===== src/rtl/conv_ctl_pkg.sv =====
package conv_ctl_pkg;

  ////////////////////////////////////////////////////////////////////////////
  // register map, byte addresses on the apb bus
  localparam logic [7:0] MODE_CFG_A_OFS = 8'h00;
  localparam logic [7:0] MODE_CFG_B_OFS = 8'h04;
  localparam logic [7:0] STATUS_OFS = 8'h08;
  localparam logic [7:0] IRQ_STATUS_OFS = 8'h0C;
  localparam logic [7:0] IRQ_MASK_OFS = 8'h10;
  localparam logic [7:0] CONV_COUNT_OFS = 8'h14;

  ////////////////////////////////////////////////////////////////////////////
  // mode_cfg_a fields
  localparam int MODE_A_W = 10;
  localparam int FILTER_LSB = 0;
  localparam int FILTER_W = 3;
  localparam int CONV_MODE_BIT = 4;
  localparam int RATE_LSB = 5;
  localparam int RATE_W = 5;
  localparam logic [9:0] MODE_A_RST = 10'h000;

  // mode_cfg_b fields
  localparam int MODE_B_W = 7;
  localparam int DELAY_LSB = 0;
  localparam int DELAY_W = 4;
  localparam int CHOP_BIT = 4;
  localparam int AC_EXC_BIT = 5;
  localparam int CRC_BIT = 6;
  localparam logic [6:0] MODE_B_RST = 7'h01;

  // status and interrupt bits
  localparam int ST_RUN_BIT = 0;
  localparam int ST_READY_BIT = 1;
  localparam int ST_CFG_OK_BIT = 2;
  localparam int IRQ_W = 3;
  localparam int IRQ_DONE_BIT = 0;
  localparam int IRQ_CFG_ERR_BIT = 1;
  localparam int IRQ_STOP_BIT = 2;
  localparam logic [2:0] IRQ_MASK_RST = 3'h0;
  localparam int COUNT_W = 16;

  ////////////////////////////////////////////////////////////////////////////
  // filter field encodings
  localparam logic [2:0] FILT_FIRST_ORDER_AVG = 3'h0;
  localparam logic [2:0] FILT_SINC2 = 3'h1;
  localparam logic [2:0] FILT_SINC3 = 3'h2;
  localparam logic [2:0] FILT_SINC4 = 3'h3;
  localparam logic [2:0] FILT_FIR = 3'h4;
  localparam logic [2:0] FILT_SINC5 = 3'h5;

  // rate codes: 0..16 = 2.5, 5, 10, 16.6, 20, 50, 60, 100, 400, 1200,
  // 2400, 4800, 7200, 14400, 19200, 25600, 40000 samples per second
  localparam logic [4:0] RATE_20 = 5'h04;
  localparam logic [4:0] RATE_7200 = 5'h0C;
  localparam logic [4:0] RATE_40000 = 5'h10;

  ////////////////////////////////////////////////////////////////////////////
  // serial command frame
  localparam logic [7:0] OP_START = 8'h5A;
  localparam logic [7:0] OP_STOP = 8'hA5;
  localparam logic [5:0] EDGE_NO_CRC = 6'h10;
  localparam logic [5:0] EDGE_CRC = 6'h20;

  ////////////////////////////////////////////////////////////////////////////
  // timing, clock and tick periods in ns, the other durations counted in microsecond ticks
  localparam int CLK_NS = 10;
  localparam int TICK_NS = 1000;
  localparam int TICK_CYCLES = TICK_NS / CLK_NS;
  localparam int LAT_W = 23;
  localparam int START_DELAY_US = 50;
  localparam int PROC_US = 350;
  localparam int FIR_EXTRA_US = 1800;

  typedef enum logic [1:0] {
    ST_IDLE = 2'b00,
    ST_RUN = 2'b01
  } conv_state_t;

  // one output period in microseconds
  function automatic logic [22:0] period_us(input logic [4:0] rate);
    case (rate)
      5'h00: period_us = 23'h061A80;
      5'h01: period_us = 23'h030D40;
      5'h02: period_us = 23'h0186A0;
      5'h03: period_us = 23'h00EA60;
      5'h04: period_us = 23'h00C350;
      5'h05: period_us = 23'h004E20;
      5'h06: period_us = 23'h00411B;
      5'h07: period_us = 23'h002710;
      5'h08: period_us = 23'h0009C4;
      5'h09: period_us = 23'h000341;
      5'h0A: period_us = 23'h0001A1;
      5'h0B: period_us = 23'h0000D0;
      5'h0C: period_us = 23'h00008B;
      5'h0D: period_us = 23'h000045;
      5'h0E: period_us = 23'h000034;
      5'h0F: period_us = 23'h000027;
      default: period_us = 23'h000019;
    endcase
  endfunction : period_us

endpackage : conv_ctl_pkg


===== src/rtl/cmd_frame_rx.sv =====
`timescale 1ns/10ps
module cmd_frame_rx (
  input wire logic pclk,
  input wire logic presetn,
  input wire logic sclk,
  input wire logic cs_n,
  input wire logic din,
  input wire logic crc_en,
  output logic cmd_start,
  output logic cmd_stop
);

  logic [2:0] meta_q;
  logic [2:0] sync_q;
  logic sclk_prev_q;
  logic [5:0] edge_cnt_q;
  logic [7:0] opcode_q;
  logic fall;
  logic [5:0] take_edge;

  ////////////////////////////////////////////////////////////////////////////
  // the serial clock is sampled, never used as a clock
  always_ff @(posedge pclk or negedge presetn) begin
    if (!presetn) begin
      meta_q <= 3'h7;
      sync_q <= 3'h7;
      sclk_prev_q <= 1'b0;
    end else begin
      meta_q <= {cs_n, sclk, din};
      sync_q <= meta_q;
      sclk_prev_q <= sync_q[1];
    end
  end

  assign fall = sclk_prev_q & ~sync_q[1] & ~sync_q[2];
  assign take_edge = crc_en ? conv_ctl_pkg::EDGE_CRC
                            : conv_ctl_pkg::EDGE_NO_CRC;

  ////////////////////////////////////////////////////////////////////////////
  // chip select high aborts a partial frame
  always_ff @(posedge pclk or negedge presetn) begin
    if (!presetn) begin
      edge_cnt_q <= 6'h00;
      opcode_q <= 8'h00;
    end else if (sync_q[2]) begin
      edge_cnt_q <= 6'h00;
    end else if (fall && edge_cnt_q != 6'h3F) begin
      edge_cnt_q <= edge_cnt_q + 6'h01;
      if (edge_cnt_q < 6'h08) begin
        opcode_q <= {opcode_q[6:0], sync_q[0]};
      end
    end
  end

  always_ff @(posedge pclk or negedge presetn) begin
    if (!presetn) begin
      cmd_start <= 1'b0;
      cmd_stop <= 1'b0;
    end else begin
      cmd_start <= fall && !sync_q[2] && edge_cnt_q + 6'h01 == take_edge &&
                   opcode_q == conv_ctl_pkg::OP_START;
      cmd_stop <= fall && !sync_q[2] && edge_cnt_q + 6'h01 == take_edge &&
                  opcode_q == conv_ctl_pkg::OP_STOP;
    end
  end

endmodule : cmd_frame_rx


===== src/rtl/adc_conversion_control.sv =====
`timescale 1ns/10ps
module adc_conversion_control #(
  parameter int TICK_CYCLES = conv_ctl_pkg::TICK_CYCLES
) (
  input wire logic pclk,
  input wire logic presetn,
  input wire logic psel,
  input wire logic penable,
  input wire logic pwrite,
  input wire logic [7:0] paddr,
  input wire logic [31:0] pwdata,
  output logic [31:0] prdata,
  output logic pready,
  output logic pslverr,
  input wire logic start_pin,
  input wire logic sclk,
  input wire logic cs_n,
  input wire logic din,
  output logic result_ready_n,
  output logic irq
);

  localparam int LW = conv_ctl_pkg::LAT_W;

  logic [conv_ctl_pkg::MODE_A_W-1:0] mode_a_q;
  logic [conv_ctl_pkg::MODE_B_W-1:0] mode_b_q;
  logic [conv_ctl_pkg::IRQ_W-1:0] irq_st_q;
  logic [conv_ctl_pkg::IRQ_W-1:0] irq_mask_q;
  logic [conv_ctl_pkg::IRQ_W-1:0] irq_set;
  logic [conv_ctl_pkg::COUNT_W-1:0] conv_count_q;
  conv_ctl_pkg::conv_state_t state_q;
  logic [LW-1:0] remain_q;
  logic [15:0] tick_cnt_q;
  logic tick;
  logic pin_meta_q;
  logic pin_sync_q;
  logic pin_prev_q;
  logic pin_rise;
  logic pin_fall;
  logic cmd_start;
  logic cmd_stop;
  logic start_evt;
  logic stop_evt;
  logic start_ok;
  logic stop_pend_q;
  logic pulse_run_q;
  logic done;
  logic wr_en;
  logic [31:0] rd_mux;
  logic rd_hit;
  logic [2:0] filt;
  logic [4:0] rate;
  logic [3:0] dly_code;
  logic chop_like;
  logic rate_ok;
  logic [2:0] order;
  logic [LW-1:0] per;
  logic [LW-1:0] dly_us;
  logic [LW-1:0] single_lat;
  logic [LW-1:0] first_len;
  logic [LW-1:0] follow_len;

  ////////////////////////////////////////////////////////////////////////////
  // configuration decode
  // rate, filter, delay and chop fields
  assign filt = mode_a_q[conv_ctl_pkg::FILTER_LSB +: conv_ctl_pkg::FILTER_W];
  assign rate = mode_a_q[conv_ctl_pkg::RATE_LSB +: conv_ctl_pkg::RATE_W];
  assign dly_code = mode_b_q[conv_ctl_pkg::DELAY_LSB +: conv_ctl_pkg::DELAY_W];
  assign chop_like = mode_b_q[conv_ctl_pkg::CHOP_BIT] |
                     mode_b_q[conv_ctl_pkg::AC_EXC_BIT];
  assign per = conv_ctl_pkg::period_us(rate);

  always_comb begin
    case (filt)
      conv_ctl_pkg::FILT_FIR: begin
        rate_ok = rate <= conv_ctl_pkg::RATE_20 && rate != 5'h03;
      end
      conv_ctl_pkg::FILT_FIRST_ORDER_AVG, conv_ctl_pkg::FILT_SINC2,
      conv_ctl_pkg::FILT_SINC3, conv_ctl_pkg::FILT_SINC4: begin
        rate_ok = rate <= conv_ctl_pkg::RATE_7200;
      end
      conv_ctl_pkg::FILT_SINC5: begin
        rate_ok = rate > conv_ctl_pkg::RATE_7200 &&
                  rate <= conv_ctl_pkg::RATE_40000;
      end
      default: begin
        rate_ok = 1'b0;
      end
    endcase
  end

  always_comb begin
    case (filt)
      conv_ctl_pkg::FILT_SINC2: order = 3'h2;
      conv_ctl_pkg::FILT_SINC3: order = 3'h3;
      conv_ctl_pkg::FILT_SINC4: order = 3'h4;
      conv_ctl_pkg::FILT_SINC5: order = 3'h5;
      default: order = 3'h1;
    endcase
  end

  always_comb begin
    if (dly_code == 4'h0) begin
      dly_us = '0;
    end else begin
      dly_us = LW'(conv_ctl_pkg::START_DELAY_US) << (dly_code - 4'h1);
    end
  end

  assign single_lat = LW'(per * order) + dly_us +
                      LW'(conv_ctl_pkg::PROC_US) +
                      ((filt == conv_ctl_pkg::FILT_FIR) ?
                       LW'(conv_ctl_pkg::FIR_EXTRA_US) : '0);
  assign first_len = chop_like ? LW'({single_lat, 1'b0}) : single_lat;
  assign follow_len = chop_like ? single_lat : per;

  ////////////////////////////////////////////////////////////////////////////
  // start pin synchroniser and edges
  always_ff @(posedge pclk or negedge presetn) begin
    if (!presetn) begin
      pin_meta_q <= 1'b0;
      pin_sync_q <= 1'b0;
      pin_prev_q <= 1'b0;
    end else begin
      pin_meta_q <= start_pin;
      pin_sync_q <= pin_meta_q;
      pin_prev_q <= pin_sync_q;
    end
  end

  // edge only, a held-high pin never restarts
  assign pin_rise = pin_sync_q & ~pin_prev_q;
  assign pin_fall = ~pin_sync_q & pin_prev_q;

  cmd_frame_rx u_cmd (
    .pclk(pclk),
    .presetn(presetn),
    .sclk(sclk),
    .cs_n(cs_n),
    .din(din),
    .crc_en(mode_b_q[conv_ctl_pkg::CRC_BIT]),
    .cmd_start(cmd_start),
    .cmd_stop(cmd_stop)
  );

  assign start_evt = pin_rise | cmd_start;
  assign stop_evt = pin_fall | cmd_stop;
  assign start_ok = start_evt & rate_ok;

  ////////////////////////////////////////////////////////////////////////////
  // microsecond tick, realigned on every accepted start
  always_ff @(posedge pclk or negedge presetn) begin
    if (!presetn) begin
      tick_cnt_q <= 16'h0000;
    end else if (start_ok || tick) begin
      tick_cnt_q <= 16'h0000;
    end else begin
      tick_cnt_q <= tick_cnt_q + 16'h0001;
    end
  end

  assign tick = tick_cnt_q == 16'(TICK_CYCLES - 1);
  assign done = state_q == conv_ctl_pkg::ST_RUN && tick &&
                remain_q == LW'(1) && !start_ok;

  ////////////////////////////////////////////////////////////////////////////
  // conversion sequencer
  always_ff @(posedge pclk or negedge presetn) begin
    if (!presetn) begin
      state_q <= conv_ctl_pkg::ST_IDLE;
      remain_q <= '0;
      pulse_run_q <= 1'b0;
    end else if (start_ok) begin
      state_q <= conv_ctl_pkg::ST_RUN;
      remain_q <= first_len;
      // mode held for the whole run
      pulse_run_q <= mode_a_q[conv_ctl_pkg::CONV_MODE_BIT];
    end else if (done) begin
      if (pulse_run_q || stop_pend_q || stop_evt) begin
        state_q <= conv_ctl_pkg::ST_IDLE;
      end
      remain_q <= follow_len;
    end else if (state_q == conv_ctl_pkg::ST_RUN && tick) begin
      remain_q <= remain_q - LW'(1);
    end
  end

  // stop pending only in continuous runs
  always_ff @(posedge pclk or negedge presetn) begin
    if (!presetn) begin
      stop_pend_q <= 1'b0;
    end else if (start_ok || state_q == conv_ctl_pkg::ST_IDLE) begin
      stop_pend_q <= 1'b0;
    end else if (stop_evt && !pulse_run_q) begin
      stop_pend_q <= 1'b1;
    end
  end

  // data ready framing; a fresh continuous conversion raises it a tick
  // after the result so the host sees a low window
  always_ff @(posedge pclk or negedge presetn) begin
    if (!presetn) begin
      result_ready_n <= 1'b1;
    end else if (start_ok) begin
      result_ready_n <= 1'b1;
    end else if (done) begin
      result_ready_n <= 1'b0;
    end else if (state_q == conv_ctl_pkg::ST_RUN && tick) begin
      result_ready_n <= 1'b1;
    end
  end

  always_ff @(posedge pclk or negedge presetn) begin
    if (!presetn) begin
      conv_count_q <= '0;
    end else if (done) begin
      conv_count_q <= conv_count_q + 16'h0001;
    end
  end

  ////////////////////////////////////////////////////////////////////////////
  // apb slave, zero wait states
  assign wr_en = psel & penable & pwrite & pready;

  always_ff @(posedge pclk or negedge presetn) begin
    if (!presetn) begin
      mode_a_q <= conv_ctl_pkg::MODE_A_RST;
      mode_b_q <= conv_ctl_pkg::MODE_B_RST;
      irq_mask_q <= conv_ctl_pkg::IRQ_MASK_RST;
    end else if (wr_en) begin
      case (paddr)
        conv_ctl_pkg::MODE_CFG_A_OFS: begin
          mode_a_q <= pwdata[conv_ctl_pkg::MODE_A_W-1:0];
        end
        conv_ctl_pkg::MODE_CFG_B_OFS: begin
          mode_b_q <= pwdata[conv_ctl_pkg::MODE_B_W-1:0];
        end
        conv_ctl_pkg::IRQ_MASK_OFS: begin
          irq_mask_q <= pwdata[conv_ctl_pkg::IRQ_W-1:0];
        end
        default: begin
        end
      endcase
    end
  end

  always_comb begin
    irq_set = '0;
    irq_set[conv_ctl_pkg::IRQ_DONE_BIT] = done;
    irq_set[conv_ctl_pkg::IRQ_CFG_ERR_BIT] = start_evt & ~rate_ok;
    irq_set[conv_ctl_pkg::IRQ_STOP_BIT] = stop_evt &
                                          (state_q == conv_ctl_pkg::ST_RUN);
  end

  // a new event in the clearing cycle stays set
  always_ff @(posedge pclk or negedge presetn) begin
    if (!presetn) begin
      irq_st_q <= '0;
    end else if (wr_en && paddr == conv_ctl_pkg::IRQ_STATUS_OFS) begin
      irq_st_q <= (irq_st_q & ~pwdata[conv_ctl_pkg::IRQ_W-1:0]) | irq_set;
    end else begin
      irq_st_q <= irq_st_q | irq_set;
    end
  end

  always_ff @(posedge pclk or negedge presetn) begin
    if (!presetn) begin
      irq <= 1'b0;
    end else begin
      irq <= |(irq_st_q & irq_mask_q);
    end
  end

  always_comb begin
    rd_mux = 32'h00000000;
    rd_hit = 1'b1;
    case (paddr)
      conv_ctl_pkg::MODE_CFG_A_OFS: rd_mux = 32'(mode_a_q);
      conv_ctl_pkg::MODE_CFG_B_OFS: rd_mux = 32'(mode_b_q);
      conv_ctl_pkg::STATUS_OFS: begin
        rd_mux[conv_ctl_pkg::ST_RUN_BIT] = state_q == conv_ctl_pkg::ST_RUN;
        rd_mux[conv_ctl_pkg::ST_READY_BIT] = ~result_ready_n;
        rd_mux[conv_ctl_pkg::ST_CFG_OK_BIT] = rate_ok;
      end
      conv_ctl_pkg::IRQ_STATUS_OFS: rd_mux = 32'(irq_st_q);
      conv_ctl_pkg::IRQ_MASK_OFS: rd_mux = 32'(irq_mask_q);
      conv_ctl_pkg::CONV_COUNT_OFS: rd_mux = 32'(conv_count_q);
      default: rd_hit = 1'b0;
    endcase
  end

  // answer registered in the setup cycle, valid throughout the access
  always_ff @(posedge pclk or negedge presetn) begin
    if (!presetn) begin
      pready <= 1'b0;
      pslverr <= 1'b0;
      prdata <= 32'h00000000;
    end else begin
      pready <= psel & ~penable;
      pslverr <= psel & ~penable & ~rd_hit;
      prdata <= (psel && !penable && !pwrite) ? rd_mux : 32'h00000000;
    end
  end

endmodule : adc_conversion_control


===== config.mk =====
export PLATFORM = sky130hd
export DESIGN_NAME = adc_conversion_control
export DESIGN_NICKNAME = d
export VERILOG_FILES = /design/src/rtl/conv_ctl_pkg.sv /design/src/rtl/cmd_frame_rx.sv /design/src/rtl/adc_conversion_control.sv
export SDC_FILE = /design/constraint.sdc
export NUM_CORES = 1
export LEC_CHECK = 0
export BUFFER_PORTS_ARGS = -buffer_cell sky130_fd_sc_hd__buf_2
export CAP_MARGIN = 20
export CORE_MARGIN = 1.5
export CORE_UTILIZATION = 32
export CTS_CLUSTER_SIZE = 16
export DETAILED_ROUTE_END_ITERATION = 10
export GPL_TIMING_DRIVEN = 0
export PLACE_DENSITY = 0.44
export REMOVE_ABC_BUFFERS = 1
export SLEW_MARGIN = 20
export SYNTH_ARGS = -nofsm -noshare
export SYNTH_HDL_FRONTEND = slang
export SYNTH_SLANG_ARGS = --single-unit

===== constraint.sdc =====
create_clock -name pclk -period 6.5 [get_ports pclk]
set_input_delay 0.325 -clock pclk [delete_from_list [all_inputs] [get_ports pclk]]
set_output_delay 0.325 -clock pclk [all_outputs]
set_load 0.02 [all_outputs]

; Word-level counts from Yosys, hierarchy flattened
; Memories as Yosys holds them, arrays and structs flattened.
; Cells that the tools add are included.
[op_classes]
addsub = 8
n_mul = 1
muxes = 27
eq_ne = 18
bitwise_logic = 28
shifts = 1
magnitude_cmp = 5
reduce_logical = 40
[ops]
columns = operator, count
row1 = 23-bit 2-to-1 mux, 7
row2 = 13-bit case mux with 3 select lines, 1
row3 = "16-bit by 1-bit adder with 16-bit output, second input constant", 2
row4 = 32-bit 2-to-1 mux, 1
row5 = 23-bit by 11-bit adder with 23-bit output, 1
row6 = 23-bit adder, 1
row7 = "23-bit by 9-bit adder with 23-bit output, second input constant", 1
row8 = "23-bit by 1-bit == test with 1-bit output, second input constant", 1
row9 = 23-bit by 3-bit multiplier with 23-bit output, 1
row10 = "6-bit by 4-bit left shift with 23-bit output, first input constant", 1
row11 = "23-bit by 1-bit subtractor with 23-bit output, second input constant", 1
row12 = 6-bit 2-to-1 mux, 3
row13 = 3-bit case mux with 6 select lines, 1
row14 = "16-bit by 7-bit == test with 1-bit output, second input constant", 1
row15 = "8-bit by 4-bit == test with 1-bit output, second input constant", 2
row16 = "8-bit by 5-bit == test with 1-bit output, second input constant", 2
row17 = 16-bit 2-to-1 mux, 1
row18 = 1-bit logical AND, 14
row19 = 1-bit bitwise AND, 12
row20 = 3-bit case mux with 4 select lines, 1
row21 = 11-bit 2-to-1 mux, 1
row22 = "8-bit by 3-bit == test with 1-bit output, second input constant", 1
row23 = "8-bit by 7-bit == test with 1-bit output, second input constant", 1
row24 = "8-bit == test, second input constant", 1
row25 = 36 further kinds, 69
[totals]
rom_bits = 304
mem_count = 1
register_bits = 144
input_bits = 49
[memory_table]
columns = name, depth, width, read_ports, rd_clocked_by_memory_dff, wr, line_no
row1 = (name not given), 16, 19, 1, 0, 0, conv_ctl_pkg.sv:81  ; case (rate)

; Logic depth before layout (Yosys ltp)
[depth]
ltp_word = 9
depth_mapped = 23
mapped_depth_nobuf = 23

; Hierarchy
; A second synthesis with hierarchy kept.
[unflattened]
hier_cells = 1128
area_unflattened_um2 = 9974.6
[modules_own_cells]
columns = module, area_each_um2, instances, cells_each, seq_area_each_um2
row1 = adc_conversion_control, 8899.8, 1, 1040, 2605.0
row2 = cmd_frame_rx, 1074.8, 1, 88, 583.1

; Worst setup path before layout
; OpenSTA, ideal clock, no wires.
[synth_timing]
path_type = reg2reg
startpoint = reg mode_b_q[0] (netlist bit)
endpoint = reg remain_q[21]
setup_ns = 0.104
t_arrival_ns = 5.264
stages_incl_launch_ff = 24
slack_ns = 1.132
required_ns = 6.396
cell_sequence = dfstp_2 inv_1 ha_1 clkbuf_1 nand2b_1 and2_1 clkbuf_1 and3_1 fa_1 fa_1 inv_1 fa_1 inv_1 ha_1 inv_1 fa_1 nor2b_1 o2111ai_1 a211oi_1 nor3b_1 o31ai_1 xor2_1 o221ai_1 a221oi_1
[synth_via]
elab_chain_len = 9
[synth_rtl]
columns = item, line_no
row1 = from (decl), adc_conversion_control.sv:26  ; logic [conv_ctl_pkg::MODE_B_W-1:0] mode_b_q;
row2 = from (signal assigned), adc_conversion_control.sv:228  ; mode_b_q <= conv_ctl_pkg::MODE_B_RST;
row3 = from (signal assigned), adc_conversion_control.sv:236  ; mode_b_q <= pwdata[conv_ctl_pkg::MODE_B_W-1:0];
row4 = 4-bit by 1-bit subtractor with 4-bit output, adc_conversion_control.sv:106  ; dly_us = LW'(conv_ctl_pkg::START_DELAY_US) << (dly_code - 4'h1);
row5 = 6-bit by 4-bit left shift with 23-bit output, adc_conversion_control.sv:106
row6 = 23-bit 2-to-1 mux *, adc_conversion_control.sv:103  ; if (dly_code == 4'h0) begin
row7 = 23-bit adder *, adc_conversion_control.sv:110  ; assign single_lat = LW'(per * order) + dly_us +
row8 = 23-bit by 9-bit adder with 23-bit output *, adc_conversion_control.sv:110
row9 = 23-bit by 11-bit adder with 23-bit output *, adc_conversion_control.sv:111  ; LW'(conv_ctl_pkg::PROC_US) +
row10 = 23-bit 2-to-1 mux, adc_conversion_control.sv:115  ; assign follow_len = chop_like ? single_lat : per;
row11 = 23-bit 2-to-1 mux, adc_conversion_control.sv:178  ; end else if (done) begin
row12 = 23-bit 2-to-1 mux *, adc_conversion_control.sv:173  ; end else if (start_ok) begin
row13 = to (signal assigned), adc_conversion_control.sv:175  ; remain_q <= first_len;
row14 = to (signal assigned), adc_conversion_control.sv:182  ; remain_q <= follow_len;
row15 = to (signal assigned), adc_conversion_control.sv:184  ; remain_q <= remain_q - LW'(1);
row16 = to (decl), adc_conversion_control.sv:32  ; logic [LW-1:0] remain_q;
; Mark *: on every way between the ends. The rest lies on a longest branch, timed or not.
; A chain may end at the register's enable or synchronous reset.

; Worst setup path in the final report
[layout_timing]
startpoint = reg mode_b_q[0] (netlist bit)
endpoint = reg remain_q[22]
; The elaborated chain is that of the path after synthesis.

==> impl_metrics.json <==
{
  "synth-edff-count": 0,
  "clk_transition_reported_paths_ns": 0.07,
  "tightest_slew_ns": 1.023,
  "row_count": 63,
  "ir_worst_vdd_v": 0.0001328,
  "crit_path_cell_trace": "inv_1, ha_1, nand2b_1, and2_1, and3_1, fa_1, fa_1, inv_1, fa_1, inv_1, ha_1, inv_1, fa_1, nor2b_1, o2111ai_1, a211oi_2, nor3b_1, o31ai_1, xor2_1, buf_4, a211oi_1, a31oi_1",
  "mappedNetlistArea_sq_um": 9783,
  "clock_sink_count": 127,
  "met2_usage_pct": 28.61,
  "grtUsageMet1_pct": 25.96,
  "cp.arrival_ns": 6.35,
  "antenna_found_initial": 0,
  "hold_path_class": "in -> reg",
  "numCtsBuffers": 17,
  "r2r-end": "remain_q[22]",
  "drtPass1Iterations": 5,
  "outcome": "finished clean",
  "grt_pass1_wl_um": 43990,
  "crit_path_end_kind": "register",
  "worstSetupPathType": "reg -> reg",
  "wl_um": 27500,
  "drcViolationCount": 0,
  "worst_hold_startpoint": "penable",
  "numPortBuffers": 46,
  "min_path_cells": 2,
  "rsz0062_at_grt": "false",
  "die_x_um": 177.9,
  "layout_min_cycle_time_ns": 6.100,
  "fmax_mhz": 163.9,
  "clockRootBuffer": "clkbuf_16",
  "met3_usage_pct": 2.314,
  "grt_overflow": 0,
  "drive_above_1_share_pct": 12.97,
  "avgSynthCellArea_sq_um": 8.926,
  "finalSetupTns_ns": 0,
  "ys.flop_type": "dfrtp_1",
  "diodes": 0,
  "gp_congestion": 0.8062,
  "clock_path_buffers": 2,
  "ant_nets": 0,
  "top_usage_layer": "met2",
  "synth-seq-cells": 127,
  "global_route.usage.total_pct": 18.17,
  "drtIter0Drc": 494,
  "hold_violations": 0,
  "critPathBufInv": 5,
  "start_kind": "register",
  "grt_max_degree": 70,
  "grt_pass1_vias": 7781,
  "synthCells": 1096,
  "top_level_ports": 85,
  "h-tree-depth": 4,
  "worst_path_max_delay_cell": "dfstp_2",
  "slowest_delay_ns": 0.65,
  "synth_cell_types": 73,
  "via_per_inst": 5.147,
  "crit_fanout": 9,
  "synthArstFlopShare_pct": 100.0,
  "cts_tree": "done",
  "reg2reg_depth": 22,
  "wire_per_inst_um": 17.96,
  "worst-r2r-setup-slack_ns": 0.40,
  "period_share_pct": 93.85,
  "yosys_warnings": 0,
  "finalClockSkew_ns": 0.01224,
  "core_area_sq_um": 29870,
  "powerDensity_nw_per_um2": 189.6,
  "hold_ws_ns": 0.07672,
  "final_nets": 1280,
  "leakage_nw": 5.050,
  "synthToLayoutAreaGrowth_pct": 12.42,
  "seq_area_frac_synth_pct": 32.59,
  "initial_core_util_pct": 32.75,
  "drv_cap": 0,
  "finalMaxSlewViolations": 0,
  "critical_path.top_delay_family": "adder cells",
  "setup_violations": 0,
  "post-dp-hpwl_um": 20530,
  "design.die.area_sq_um": 31630,
  "required_ns": 6.75,
  "reg2reg_from": "mode_b_q[0]",
  "whs_endpoint": "pready",
  "num_vias": 7880,
  "relSlewSlack_pct": 31.83,
  "die_h_um": 177.9,
  "insertion_delay_ns": 0.43
}
where the power goes:
group	internal (W)	leakage (nW)	switching, W
clock network	0.000516	0.292	0.000453
logic	0.0000913	3.12	0.000120
registers	0.000847	1.64	0.0000579
total	0.00145	5.05	0.000631
per-stage QoR:
step                      total power, W  cell area, sq um  std cells  util, %  setup slack [ns]
final                           0.002085             11000       1531    36.81            0.4001
after CTS                       0.002112             10980       1530    36.75            0.2414
after global placement          0.001127             10270       1491    34.38            0.2236
after global routing            0.002182             11000       1531    36.81           0.05759
after floorplan                 0.001046              9554       1055        -             1.269
after detailed placement        0.001130             10330       1493    34.59            0.2939
state kept, by name, indices dropped and copies added, names as in the netlist, 6 cells and up:
| name | count |
|---|---|
| remain_q | 23 |
| conv_count_q | 16 |
| prdata | 16 |
| tick_cnt_q | 16 |
| mode_a_q | 10 |
| u_cmd.opcode_q | 8 |
| mode_b_q | 7 |
| u_cmd.edge_cnt_q | 6 |
cells in the mapped netlist, drive strengths merged (6+ instances only):
cell / instances / area share [%]
a21o: 12 / 0.92
nand3b: 9 / 0.69
nand2: 103 / 4.0
fa: 42 / 8.6
nor2b: 6 / 0.38
or2: 9 / 0.58
nand4: 22 / 1.4
xnor2: 36 / 3.2
a31oi: 11 / 0.70
and2: 13 / 0.83
a211oi: 8 / 0.61
xor2: 24 / 2.1
and3: 21 / 1.3
dfrtp: 119 / 30
nor3b: 7 / 0.54
clkbuf: 29 / 1.1
o21ai: 55 / 2.8
nor3: 23 / 1.2
o211ai: 12 / 0.92
mux2: 34 / 3.9
nand3: 21 / 1.1
dfstp: 8 / 2.1
nor4: 14 / 1.1
nand2b: 13 / 0.83
o221ai: 6 / 0.54
a22oi: 8 / 0.61
inv: 77 / 3.0
ha: 61 / 7.8
a21oi: 63 / 3.2
nor2: 137 / 5.4
buf: 27 / 1.8
area by class of cell:
class,count,area (sq um)
Timing Repair Buffer,54,340.3
Inverter,77,289.0
Multi-Input combinational cell,851,6093
Clock buffer,17,425.4
Sequential cell,127,3189
Clock inverter,15,172.7
Tap cell,390,488.0
Fill cell,3029,18880
cell usage in the layout, fill, tap and decap left out, drive strengths merged, types with 24 or more instances in the layout:
cell	count
nand2	103
buf	49
xnor2	36
inv	83
ha	61
dfrtp	119
a21oi	63
xor2	24
nor2	137
o21ai	55
mux2	34
fa	42
what timing repair did:
item,in CTS,in global routing
buffers inserted,0,1
endpoints found under the setup margin,0,6
endpoints found under the hold margin,58,0
resized for setup,0,4
hold buffers,5,0
cell families (layout without fill, tap and decap cells):
family                   after synthesis  after routing  share of synthesized area [%]
XOR/XNOR                              60             60                          5.371
AO/OA/AOI/OAI                        217            217                          13.95
adder cells (fa/ha/maj)              103            103                          16.40
multiplexers                          42             42                          5.116
flip-flops                           127            127                          32.59
other                                  1             16                        0.03833
AND/OR/NAND/NOR                      413            413                          20.67
buffers and inverters                133            163                          5.870
routing by layer:
layer | wire [um] | share of wire [%]
met5 | 0 | 0
met4 | 531 | 1.9
met3 | 850 | 3.1
met2 | 12410 | 45
met1 | 13700 | 50
worst max path at each step:
stage	startpoint	endpoint	slack [ns]	cells after the start
after floorplan	mode_b_q[0]	remain_q[21]	1.27	21
after global placement	mode_a_q[8]	remain_q[21]	0.22	19
after detailed placement	mode_a_q[6]	remain_q[21]	0.29	22
after CTS	mode_a_q[8]	remain_q[21]	0.24	19
after global routing	mode_b_q[0]	remain_q[22]	0.06	22
final	mode_b_q[0]	remain_q[22]	0.40	22
Power figures use the tool's default switching activity.
